--- src/design/stm_pkg.sv ---
// Constants, field layouts and carrier types of the 16-bit standard timer.
// Assumes a 32-bit classic Wishbone register bus with byte offsets.
package stm_pkg;

  // ----------------------------------------------------------------
  // Register map, byte offsets, one register per aligned word
  // ----------------------------------------------------------------
  localparam logic [7:0] STM_OFS_CLK_CTRL  = 8'h00;
  localparam logic [7:0] STM_OFS_MODE_CTRL = 8'h04;
  localparam logic [7:0] STM_OFS_COUNT_LO  = 8'h08;
  localparam logic [7:0] STM_OFS_COUNT_HI  = 8'h0C;
  localparam logic [7:0] STM_OFS_CMPA_LO   = 8'h10;
  localparam logic [7:0] STM_OFS_CMPA_HI   = 8'h14;
  localparam logic [7:0] STM_OFS_CMPP      = 8'h18;

  // ----------------------------------------------------------------
  // Reset values and masks
  // ----------------------------------------------------------------
  localparam logic [7:0]  STM_RST_BYTE      = 8'h00;
  localparam logic [15:0] STM_RST_WORD      = 16'h0000;
  localparam logic [7:0]  STM_CLK_CTRL_MASK = 8'hF8;
  localparam logic [7:0]  STM_CMPP_OVF      = 8'h00;
  localparam logic [16:0] STM_FULL_SPAN     = 17'h10000;

  // ----------------------------------------------------------------
  // Count clock sources and prescaler
  // ----------------------------------------------------------------
  localparam logic [2:0] STM_SRC_SYS_DIV4 = 3'h0;
  localparam logic [2:0] STM_SRC_SYS      = 3'h1;
  localparam logic [2:0] STM_SRC_HI_DIV16 = 3'h2;
  localparam logic [2:0] STM_SRC_HI_DIV64 = 3'h3;
  localparam logic [2:0] STM_SRC_TBC_A    = 3'h4;
  localparam logic [2:0] STM_SRC_TBC_B    = 3'h5;
  localparam logic [2:0] STM_SRC_EXT_RISE = 3'h6;
  localparam logic [2:0] STM_SRC_EXT_FALL = 3'h7;
  localparam logic [5:0] STM_DIV4_MASK    = 6'h03;
  localparam logic [5:0] STM_DIV16_MASK   = 6'h0F;
  localparam logic [5:0] STM_DIV64_MASK   = 6'h3F;

  // Synchronised pin indices
  localparam int STM_PIN_EXT = 0;
  localparam int STM_PIN_TBC = 1;
  localparam int STM_PIN_CAP = 2;

  // ----------------------------------------------------------------
  // Output function codes, per mode
  // ----------------------------------------------------------------
  localparam logic [1:0] STM_IO_NONE   = 2'h0;
  localparam logic [1:0] STM_IO_LOW    = 2'h1;
  localparam logic [1:0] STM_IO_HIGH   = 2'h2;
  localparam logic [1:0] STM_IO_TOGGLE = 2'h3;
  localparam logic [1:0] STM_IO_INACT  = 2'h0;
  localparam logic [1:0] STM_IO_ACT    = 2'h1;
  localparam logic [1:0] STM_IO_PWM    = 2'h2;
  localparam logic [1:0] STM_IO_SINGLE = 2'h3;
  localparam logic [1:0] STM_CAP_RISE  = 2'h0;
  localparam logic [1:0] STM_CAP_FALL  = 2'h1;
  localparam logic [1:0] STM_CAP_BOTH  = 2'h2;
  localparam logic [1:0] STM_CAP_OFF   = 2'h3;

  // ----------------------------------------------------------------
  // Types
  // ----------------------------------------------------------------
  typedef enum logic [1:0] {
    STM_MODE_COMPARE = 2'h0,
    STM_MODE_CAPTURE = 2'h1,
    STM_MODE_PWM     = 2'h2,
    STM_MODE_TIMER   = 2'h3
  } stm_mode_t;

  typedef struct packed {
    logic       pause_control;
    logic [2:0] clock_source_select;
    logic       counter_on;
    logic [2:0] unused;
  } stm_clk_ctrl_t;

  typedef struct packed {
    stm_mode_t  operating_mode_select;
    logic [1:0] output_function_select;
    logic       output_initial_level;
    logic       output_invert;
    logic       period_duty_swap;
    logic       clear_source_select;
  } stm_mode_ctrl_t;

  typedef struct packed {
    logic        cyc;
    logic        stb;
    logic        we;
    logic [7:0]  adr;
    logic [3:0]  sel;
    logic [31:0] dat;
  } stm_wb_req_t;

endpackage

--- src/design/stm_timer16.sv ---
// 16-bit standard timer: counter, comparators A and P, output pin, bus slave.
// Assumes a classic Wishbone master on i_mclk and asynchronous pins.
//
// The implementer's own choices: the placing of the registers and the Wishbone slave port.
`timescale 1ns/1ps

module stm_timer16 (
  input  wire logic               i_mclk,
  input  wire logic               i_sys_rst,
  input  wire stm_pkg::stm_wb_req_t i_wb_req,
  output logic [31:0]             o_wb_dat,
  output logic                    o_wb_ack,
  input  wire logic               i_external_count_input,
  input  wire logic               i_time_base_clock,
  input  wire logic               i_capture_in,
  output logic                    o_timer_out,
  output logic                    o_match_a_flag,
  output logic                    o_match_p_flag
);

  // ----------------------------------------------------------------
  // Registers
  // ----------------------------------------------------------------
  stm_pkg::stm_clk_ctrl_t  clk_ctrl_q;
  stm_pkg::stm_mode_ctrl_t mode_ctrl_q;
  logic [15:0]             count_q;
  logic [15:0]             cmp_a_q;
  logic [7:0]              cmp_p_q;
  logic [7:0]              lo_buf_q;
  logic                    on_prev_q;
  logic [5:0]              div_q;
  logic                    out_q;
  logic                    pin_q;
  logic                    flag_a_q;
  logic                    flag_p_q;
  logic                    ack_q;
  logic [31:0]             rdata_q;
  logic [2:0]              sync1_q;
  logic [2:0]              sync2_q;
  logic [2:0]              sync3_q;
  logic [2:0]              lvl_q;

  // ----------------------------------------------------------------
  // Bus decode
  // ----------------------------------------------------------------
  // One compare shape for every strobe keeps the address map in one place
  function automatic logic adr_is(input logic [7:0] adr, input logic [7:0] ofs);
    adr_is = (adr == ofs);
  endfunction

  // Writes land at the ack edge; read side effects fire once, at the request edge
  wire       bus_req   = i_wb_req.cyc & i_wb_req.stb;
  wire       wr_fire   = bus_req & i_wb_req.we & ack_q & i_wb_req.sel[0];
  wire       rd_start  = bus_req & ~i_wb_req.we & ~ack_q;
  wire [7:0] wr_byte   = i_wb_req.dat[7:0];
  wire       wr_clk    = wr_fire & adr_is(i_wb_req.adr, stm_pkg::STM_OFS_CLK_CTRL);
  wire       wr_mode   = wr_fire & adr_is(i_wb_req.adr, stm_pkg::STM_OFS_MODE_CTRL);
  wire       wr_a_lo   = wr_fire & adr_is(i_wb_req.adr, stm_pkg::STM_OFS_CMPA_LO);
  wire       wr_a_hi   = wr_fire & adr_is(i_wb_req.adr, stm_pkg::STM_OFS_CMPA_HI);
  wire       wr_p      = wr_fire & adr_is(i_wb_req.adr, stm_pkg::STM_OFS_CMPP);
  wire       rd_cnt_hi = rd_start & adr_is(i_wb_req.adr, stm_pkg::STM_OFS_COUNT_HI);
  wire       rd_a_hi   = rd_start & adr_is(i_wb_req.adr, stm_pkg::STM_OFS_CMPA_HI);

  // Low-byte reads return the shared buffer, not the live value
  logic [7:0] rd_byte;
  always_comb begin
    case (i_wb_req.adr)
      stm_pkg::STM_OFS_CLK_CTRL:  rd_byte = clk_ctrl_q & stm_pkg::STM_CLK_CTRL_MASK;
      stm_pkg::STM_OFS_MODE_CTRL: rd_byte = mode_ctrl_q;
      stm_pkg::STM_OFS_COUNT_LO:  rd_byte = lo_buf_q;
      stm_pkg::STM_OFS_COUNT_HI:  rd_byte = count_q[15:8];
      stm_pkg::STM_OFS_CMPA_LO:   rd_byte = lo_buf_q;
      stm_pkg::STM_OFS_CMPA_HI:   rd_byte = cmp_a_q[15:8];
      stm_pkg::STM_OFS_CMPP:      rd_byte = cmp_p_q;
      default:                    rd_byte = stm_pkg::STM_RST_BYTE;
    endcase
  end

  // ----------------------------------------------------------------
  // Pin synchronisers
  // ----------------------------------------------------------------
  // A pin level counts once stages two and three agree; stage one feeds
  // stage two only, so a metastable sample never reaches the edge logic.
  wire [2:0] pin_raw   = {i_capture_in, i_time_base_clock, i_external_count_input};
  wire [2:0] pin_agree = ~(sync2_q ^ sync3_q);
  wire [2:0] pin_rise  = pin_agree & sync3_q & ~lvl_q;
  wire [2:0] pin_fall  = pin_agree & ~sync3_q & lvl_q;

  // ----------------------------------------------------------------
  // Count tick selection
  // ----------------------------------------------------------------
  // The high clock is taken equal to the system clock; no second domain.
  wire div4_tick  = (div_q[1:0] == stm_pkg::STM_DIV4_MASK[1:0]);
  wire div16_tick = (div_q[3:0] == stm_pkg::STM_DIV16_MASK[3:0]);
  wire div64_tick = (div_q == stm_pkg::STM_DIV64_MASK);

  // Both time-base codes share one pin; there is no second time-base clock
  logic src_tick;
  always_comb begin
    case (clk_ctrl_q.clock_source_select)
      stm_pkg::STM_SRC_SYS_DIV4: src_tick = div4_tick;
      stm_pkg::STM_SRC_SYS:      src_tick = 1'b1;
      stm_pkg::STM_SRC_HI_DIV16: src_tick = div16_tick;
      stm_pkg::STM_SRC_HI_DIV64: src_tick = div64_tick;
      stm_pkg::STM_SRC_TBC_A:    src_tick = pin_rise[stm_pkg::STM_PIN_TBC];
      stm_pkg::STM_SRC_TBC_B:    src_tick = pin_rise[stm_pkg::STM_PIN_TBC];
      stm_pkg::STM_SRC_EXT_RISE: src_tick = pin_rise[stm_pkg::STM_PIN_EXT];
      stm_pkg::STM_SRC_EXT_FALL: src_tick = pin_fall[stm_pkg::STM_PIN_EXT];
      default:                   src_tick = 1'b0;
    endcase
  end

  // ----------------------------------------------------------------
  // Counter and comparators
  // ----------------------------------------------------------------
  stm_pkg::stm_mode_t mode;
  assign mode = mode_ctrl_q.operating_mode_select;

  wire        on_rise  = clk_ctrl_q.counter_on & ~on_prev_q;
  wire        run_tick = clk_ctrl_q.counter_on & ~clk_ctrl_q.pause_control & src_tick;
  wire [16:0] inc      = {1'b0, count_q} + 17'h00001;
  wire        p_is_ovf = (cmp_p_q == stm_pkg::STM_CMPP_OVF);
  // Matches are judged on the value the counter is about to reach
  wire hit_p = p_is_ovf ? inc[16]
                        : ((inc[15:8] == cmp_p_q) && (inc[7:0] == 8'h00));
  wire hit_a = (inc[15:0] == cmp_a_q);
  wire ev_a  = run_tick & hit_a;
  wire ev_p  = run_tick & hit_p;

  wire is_cmp_like = (mode == stm_pkg::STM_MODE_COMPARE) || (mode == stm_pkg::STM_MODE_TIMER);
  wire clr_sel_a   = mode_ctrl_q.clear_source_select;

  // Capture mode clears on P only; clear select has no say outside compare
  // and timer modes
  logic clear_ev;
  always_comb begin
    case (mode)
      stm_pkg::STM_MODE_PWM:     clear_ev = mode_ctrl_q.period_duty_swap ? ev_a : ev_p;
      stm_pkg::STM_MODE_CAPTURE: clear_ev = ev_p;
      default:                   clear_ev = clr_sel_a ? ev_a : ev_p;
    endcase
  end

  // Counter has no software load path; the bus only reaches it through on_rise
  wire [15:0] count_d = on_rise  ? stm_pkg::STM_RST_WORD :
                        run_tick ? (clear_ev ? stm_pkg::STM_RST_WORD : inc[15:0]) :
                        count_q;

  // ----------------------------------------------------------------
  // Capture
  // ----------------------------------------------------------------
  // The capture pin passes the same three stages, so the copied count lags
  // the pin by three or four cycles
  logic cap_edge;
  always_comb begin
    case (mode_ctrl_q.output_function_select)
      stm_pkg::STM_CAP_RISE: cap_edge = pin_rise[stm_pkg::STM_PIN_CAP];
      stm_pkg::STM_CAP_FALL: cap_edge = pin_fall[stm_pkg::STM_PIN_CAP];
      stm_pkg::STM_CAP_BOTH: cap_edge = pin_rise[stm_pkg::STM_PIN_CAP] |
                                        pin_fall[stm_pkg::STM_PIN_CAP];
      default:               cap_edge = 1'b0;
    endcase
  end
  wire cap_ev = (mode == stm_pkg::STM_MODE_CAPTURE) & clk_ctrl_q.counter_on & cap_edge;

  // ----------------------------------------------------------------
  // Flags
  // ----------------------------------------------------------------
  // Pulses only; an interrupt controller outside must latch them
  wire flag_a_d = (mode == stm_pkg::STM_MODE_CAPTURE) ? cap_ev : ev_a;
  wire flag_p_d = ev_p & ~(is_cmp_like & clr_sel_a);

  // ----------------------------------------------------------------
  // Output pin
  // ----------------------------------------------------------------
  wire        init_lvl = mode_ctrl_q.output_initial_level;
  // Duty as a 17-bit span so a P duty of zero means the full 65536 count
  wire [16:0] duty = mode_ctrl_q.period_duty_swap ?
                     (p_is_ovf ? stm_pkg::STM_FULL_SPAN : {1'b0, cmp_p_q, 8'h00}) :
                     {1'b0, cmp_a_q};
  // Duty at or above the period keeps the output active all the time
  wire        pwm_lvl = ({1'b0, count_q} < duty) ? init_lvl : ~init_lvl;

  logic cmp_next;
  always_comb begin
    case (mode_ctrl_q.output_function_select)
      stm_pkg::STM_IO_LOW:    cmp_next = 1'b0;
      stm_pkg::STM_IO_HIGH:   cmp_next = 1'b1;
      stm_pkg::STM_IO_TOGGLE: cmp_next = ~out_q;
      default:                cmp_next = out_q;
    endcase
  end

  logic pwm_next;
  always_comb begin
    case (mode_ctrl_q.output_function_select)
      stm_pkg::STM_IO_ACT:    pwm_next = init_lvl;
      stm_pkg::STM_IO_PWM:    pwm_next = pwm_lvl;
      // Single-pulse waveform is not built here; its pin rests inactive
      stm_pkg::STM_IO_SINGLE: pwm_next = ~init_lvl;
      default:                pwm_next = ~init_lvl;
    endcase
  end

  logic out_d;
  always_comb begin
    case (mode)
      stm_pkg::STM_MODE_COMPARE: out_d = on_rise ? init_lvl :
                                         (ev_a ? cmp_next : out_q);
      stm_pkg::STM_MODE_PWM:     out_d = pwm_next;
      default:                   out_d = out_q;
    endcase
  end
  // Timer/counter mode leaves the pin unused, so it rests low
  wire pin_d = (mode == stm_pkg::STM_MODE_TIMER) ? 1'b0 :
               (out_d ^ mode_ctrl_q.output_invert);

  // ----------------------------------------------------------------
  // Sequential logic
  // ----------------------------------------------------------------
  always_ff @(posedge i_mclk) begin
    sync1_q <= pin_raw;
    sync2_q <= sync1_q;
    sync3_q <= sync2_q;
    if (i_sys_rst) begin
      lvl_q <= 3'h0;
    end else begin
      lvl_q <= (pin_agree & sync3_q) | (~pin_agree & lvl_q);
    end
  end

  always_ff @(posedge i_mclk) begin
    if (i_sys_rst) begin
      ack_q   <= 1'b0;
      rdata_q <= 32'h0000_0000;
    end else begin
      // A held request is answered every other cycle, never twice in a row
      ack_q <= bus_req & ~ack_q;
      // Read data is taken at the request edge so it stands with ack
      if (rd_start) begin
        rdata_q <= {24'h000000, rd_byte};
      end
    end
  end

  always_ff @(posedge i_mclk) begin
    if (i_sys_rst) begin
      clk_ctrl_q  <= stm_pkg::STM_RST_BYTE;
      mode_ctrl_q <= stm_pkg::STM_RST_BYTE;
      cmp_p_q     <= stm_pkg::STM_RST_BYTE;
    end else begin
      if (wr_clk) begin
        clk_ctrl_q <= wr_byte & stm_pkg::STM_CLK_CTRL_MASK;
      end
      if (wr_mode) begin
        mode_ctrl_q <= wr_byte;
      end
      if (wr_p) begin
        cmp_p_q <= wr_byte;
      end
    end
  end

  // Capture wins over a bus write to compare A in the same cycle
  always_ff @(posedge i_mclk) begin
    if (i_sys_rst) begin
      cmp_a_q  <= stm_pkg::STM_RST_WORD;
      lo_buf_q <= stm_pkg::STM_RST_BYTE;
    end else begin
      if (cap_ev) begin
        cmp_a_q <= count_q;
      end else if (wr_a_hi) begin
        cmp_a_q <= {wr_byte, lo_buf_q};
      end
      if (wr_a_lo) begin
        lo_buf_q <= wr_byte;
      end else if (rd_cnt_hi) begin
        lo_buf_q <= count_q[7:0];
      end else if (rd_a_hi) begin
        lo_buf_q <= cmp_a_q[7:0];
      end
    end
  end

  always_ff @(posedge i_mclk) begin
    if (i_sys_rst) begin
      count_q   <= stm_pkg::STM_RST_WORD;
      on_prev_q <= 1'b0;
      div_q     <= 6'h00;
      out_q     <= 1'b0;
      pin_q     <= 1'b0;
      flag_a_q  <= 1'b0;
      flag_p_q  <= 1'b0;
    end else begin
      count_q   <= count_d;
      on_prev_q <= clk_ctrl_q.counter_on;
      // Prescaler runs free; software cannot align its phase to the on bit
      div_q     <= div_q + 6'h01;
      out_q     <= out_d;
      pin_q     <= pin_d;
      flag_a_q  <= flag_a_d;
      flag_p_q  <= flag_p_d;
    end
  end

  assign o_wb_ack       = ack_q;
  assign o_wb_dat       = rdata_q;
  assign o_timer_out    = pin_q;
  assign o_match_a_flag = flag_a_q;
  assign o_match_p_flag = flag_p_q;

endmodule

--- config.mk ---
export PLATFORM = sky130hd
export DESIGN_NAME = stm_timer16
export DESIGN_NICKNAME = d
export VERILOG_FILES = /design/src/design/stm_pkg.sv /design/src/design/stm_timer16.sv
export SDC_FILE = /design/constraint.sdc
export NUM_CORES = 1
export LEC_CHECK = 0
export BUFFER_PORTS_ARGS = -buffer_cell sky130_fd_sc_hd__buf_4
export CORE_AREA = 2 2 148 150
export DETAILED_ROUTE_END_ITERATION = 7
export DIE_AREA = 0 0 150 152
export PLACE_DENSITY = 0.47
export SYNTH_ARGS = -nofsm -noshare
export SYNTH_HDL_FRONTEND = slang
export SYNTH_SLANG_ARGS = --single-unit
--- constraint.sdc ---
create_clock -name i_mclk -period 6 [get_ports i_mclk]
set_clock_uncertainty 0.15 [all_clocks]
set_input_delay 0.9 -clock i_mclk [delete_from_list [all_inputs] [get_ports i_mclk]]
set_output_delay 0.9 -clock i_mclk [all_outputs]
set_load 0.05 [all_outputs]
==> flow_metrics.tcl <==
set metrics [dict create \
    routed_via_density 5.35 \
    synth-edff-count 0 \
    synthSimpleGateAreaFrac_pct 27.6 \
    finalSetupViolations 0 \
    fin_crit_sh_pct 76.8 \
    cp_slowest_stage_delay_ns 0.86 \
    synthAdderAreaFrac_pct 6.21 \
    min_path_type "register to register" \
    die_y_um 152 \
    synth_top_cell_by_area "dfxtp_1" \
    place_hpwl_um 13200 \
    power.density_nw_per_um2 195 \
    cp.arrival_ns 4.68 \
    synth.area.top_cells "dfxtp_1, ha_1, nand3_1" \
    synth-compound-area-share_pct 18.7 \
    rsz0062_at_grt "false" \
    drc 0 \
    critPathMaxFanout 29 \
    gp_congestion 0.835 \
    fmaxAchievable_ghz 0.217 \
    synth_top_cell_area_share_pct 29.8 \
    worst-setup-path-type "register to register" \
    wirelength_um 18700 \
    cts.sinks 93 \
    syn_inst 805 \
    nets 881 \
    synth-xor-area-share_pct 6.19 \
    worstPathCellList "ha_1 > nand4_4 > or4_1 > xnor2_1 > nand4_1 > nor4_4 > nand3_1 > a41oi_1 > a31oi_1" \
    cts-htree-levels 3 \
    antenna_left 0 \
    synth_cell_types 72 \
    critPathRequiredTime_ns 6.07 \
    crit_path_end_kind "register" \
    post_cts_buffers 0 \
    num_rows 54 \
    grt_use_total_pct 16.8 \
    synth_area_per_cell_um2 7.75 \
    synth-seq-cells 93 \
    start_util_pct 29.2 \
    ys_warn_count 0 \
    die_w_um 150 \
    drive_above_1_share_pct 10.7 \
    grt_first_pass_wirelength_um 30400 \
    first_iter_violations 460 \
    yosysSeqAreaShare_pct 29.8 \
    period_needed_ns 4.61 \
    finalMaxSlewViolations 0 \
    worst_slew_pin_slew_ns 1.15 \
    clockBufferDepth 2 \
    cts_tree "yes" \
    synth_top_family_by_area "simple AND/OR/NAND/NOR gates" \
    async_reset_ff_share_pct 0 \
    final_core_util_pct 32.3 \
    hold_viol_final 0 \
    crit_slowest_cell "nand3_1" \
    num_antenna_cells 0 \
    maxSlewHeadroom_pct 23.4 \
    layout_commonest_cell "dfxtp_1" \
    drt_first_pass_iters 7 \
    grt_pass1_vias 5421 \
    wl_per_cell_um 17.3 \
    syn_area_um2 6240 \
    final_cell_mix "dfxtp_1, nand2_1, nand3_1" \
    cts_buffers 9 \
    fill_cells 2383 \
    status "completed" \
    synth_ff_type "dfxtp_1" \
    grt-ovfl-total 0 \
    holdBufCountCts 0 \
    grt_max_degree 71 \
    leakage_nw 2.46 \
    power_mw 1.35 \
    num_io_pins 88 \
    area_delta_synth_final_pct 10.6 \
    clock_latency_ns 0.36 \
    port_buffers 36 \
    cp-start-kind "register" \
    num_vias 5791 \
    path_clk_slew_ns 0.08 \
    die_area_um2 22800 \
    drv_cap 0 \
    synth_mux_area_share_pct 3.13 \
    clockRootBuffer "clkbuf_16" \
    cts_resized 0 \
    coreArea_um2 21400 \
    antenna_found_initial 0 \
    setup-tns-final_ns 0 \
    ir_drop_mv 0.121 \
]
stage by stage:
stage                     worst slack, ns  area [um2]  hold slack, ns  std cells
after global routing                 1.05        6900           0.191       1083
after CTS                            1.44        6900           0.186       1083
final                                1.39        6900           0.183       1083
after floorplan                      2.89        6330           0.160        828
after global placement               1.54        6590           0.164       1067
after detailed placement             1.48        6590           0.166       1067
flip-flops by register name (all words and copies together), names as in the netlist, named ones only:
register        count
o_match_p_flag      1
clk_ctrl_q          5
cmp_a_q            16
on_prev_q           1
mode_ctrl_q         4
sync1_q             3
clr_sel_a           1
o_wb_ack            1
div_q               6
init_lvl            1
o_timer_out         1
sync3_q             3
sync2_q             3
lo_buf_q            8
cmp_p_q             8
o_wb_dat            8
o_match_a_flag      1
count_q            16
mode                2
out_q               1
per-layer routing:
| metal | global-route usage [%] | vias up | wire length, um |
|---|---|---|---|
| met5 | 0 | - | 0 |
| li1 | - | 2856 | - |
| met3 | 1.86 | 24 | 601 |
| met4 | 5.88 | 0 | 394 |
| met2 | 25.5 | 138 | 8280 |
| met1 | 24.5 | 2773 | 9420 |
synthesized netlist by cell type, types with 13 or more instances:
cell,number
buf_4,29
o21ai_0,13
nor3_1,23
a22oi_1,21
clkbuf_1,45
a31oi_1,26
nand4_1,19
inv_1,16
nand3_1,74
dfxtp_1,93
xnor2_1,29
and3_1,15
mux2i_1,15
nor2_1,65
ha_1,31
nand2_1,76
nand2b_1,14
a21oi_1,72
area by class of cell:
| cell class | count | area, um2 | share of cell area [%] |
|---|---|---|---|
| clock buffers | 9 | 225 | 3.26 |
| flip-flops and latches | 93 | 1860 | 27.0 |
| inverters | 16 | 60.1 | 0.870 |
| multi-input cells | 631 | 3970 | 57.5 |
| clock inverters | 7 | 83.8 | 1.21 |
| repair buffers | 47 | 353 | 5.11 |
| well taps | 280 | 350 | 5.08 |
where the power goes:
part	total (mW)	switching, mW	internal, mW	leakage [nW]
combinational	0.108	0.0799	0.0282	1.56
sequential	0.633	0.00638	0.626	0.754
clock	0.606	0.306	0.300	0.151
cells by family (layout without fill, tap and decap cells):
family | after synthesis | in the layout
flops | 93 | 93
fa+ha+maj | 31 | 31
mux | 19 | 19
compound gates | 181 | 181
xor+xnor | 41 | 41
buf+inv | 104 | 79
simple gates | 335 | 335
other cells | 1 | 24
worst max-delay path, delay by kind of cell, from the launching register on:
family                     cells  cell delay [ns]
xor gates and xnor gates       1             0.22
adders and majority gates      1             0.46
and+or+nand+nor                5             2.41
DFF                            1             0.60
AOI/OAI and AO/OA              2             0.61
path summary, 6_finish.rpt:
kind               from         end  depth (start not counted)  slack (ns)
max          count_q[0]  count_q[5]                          9        1.39
min reg2reg  sync1_q[0]  sync2_q[0]                          0        0.18
max reg2reg  count_q[0]  count_q[5]                          9        1.39
min          sync1_q[0]  sync2_q[0]                          0        0.18
No activity file was read; power rests on OpenSTA's default activity.
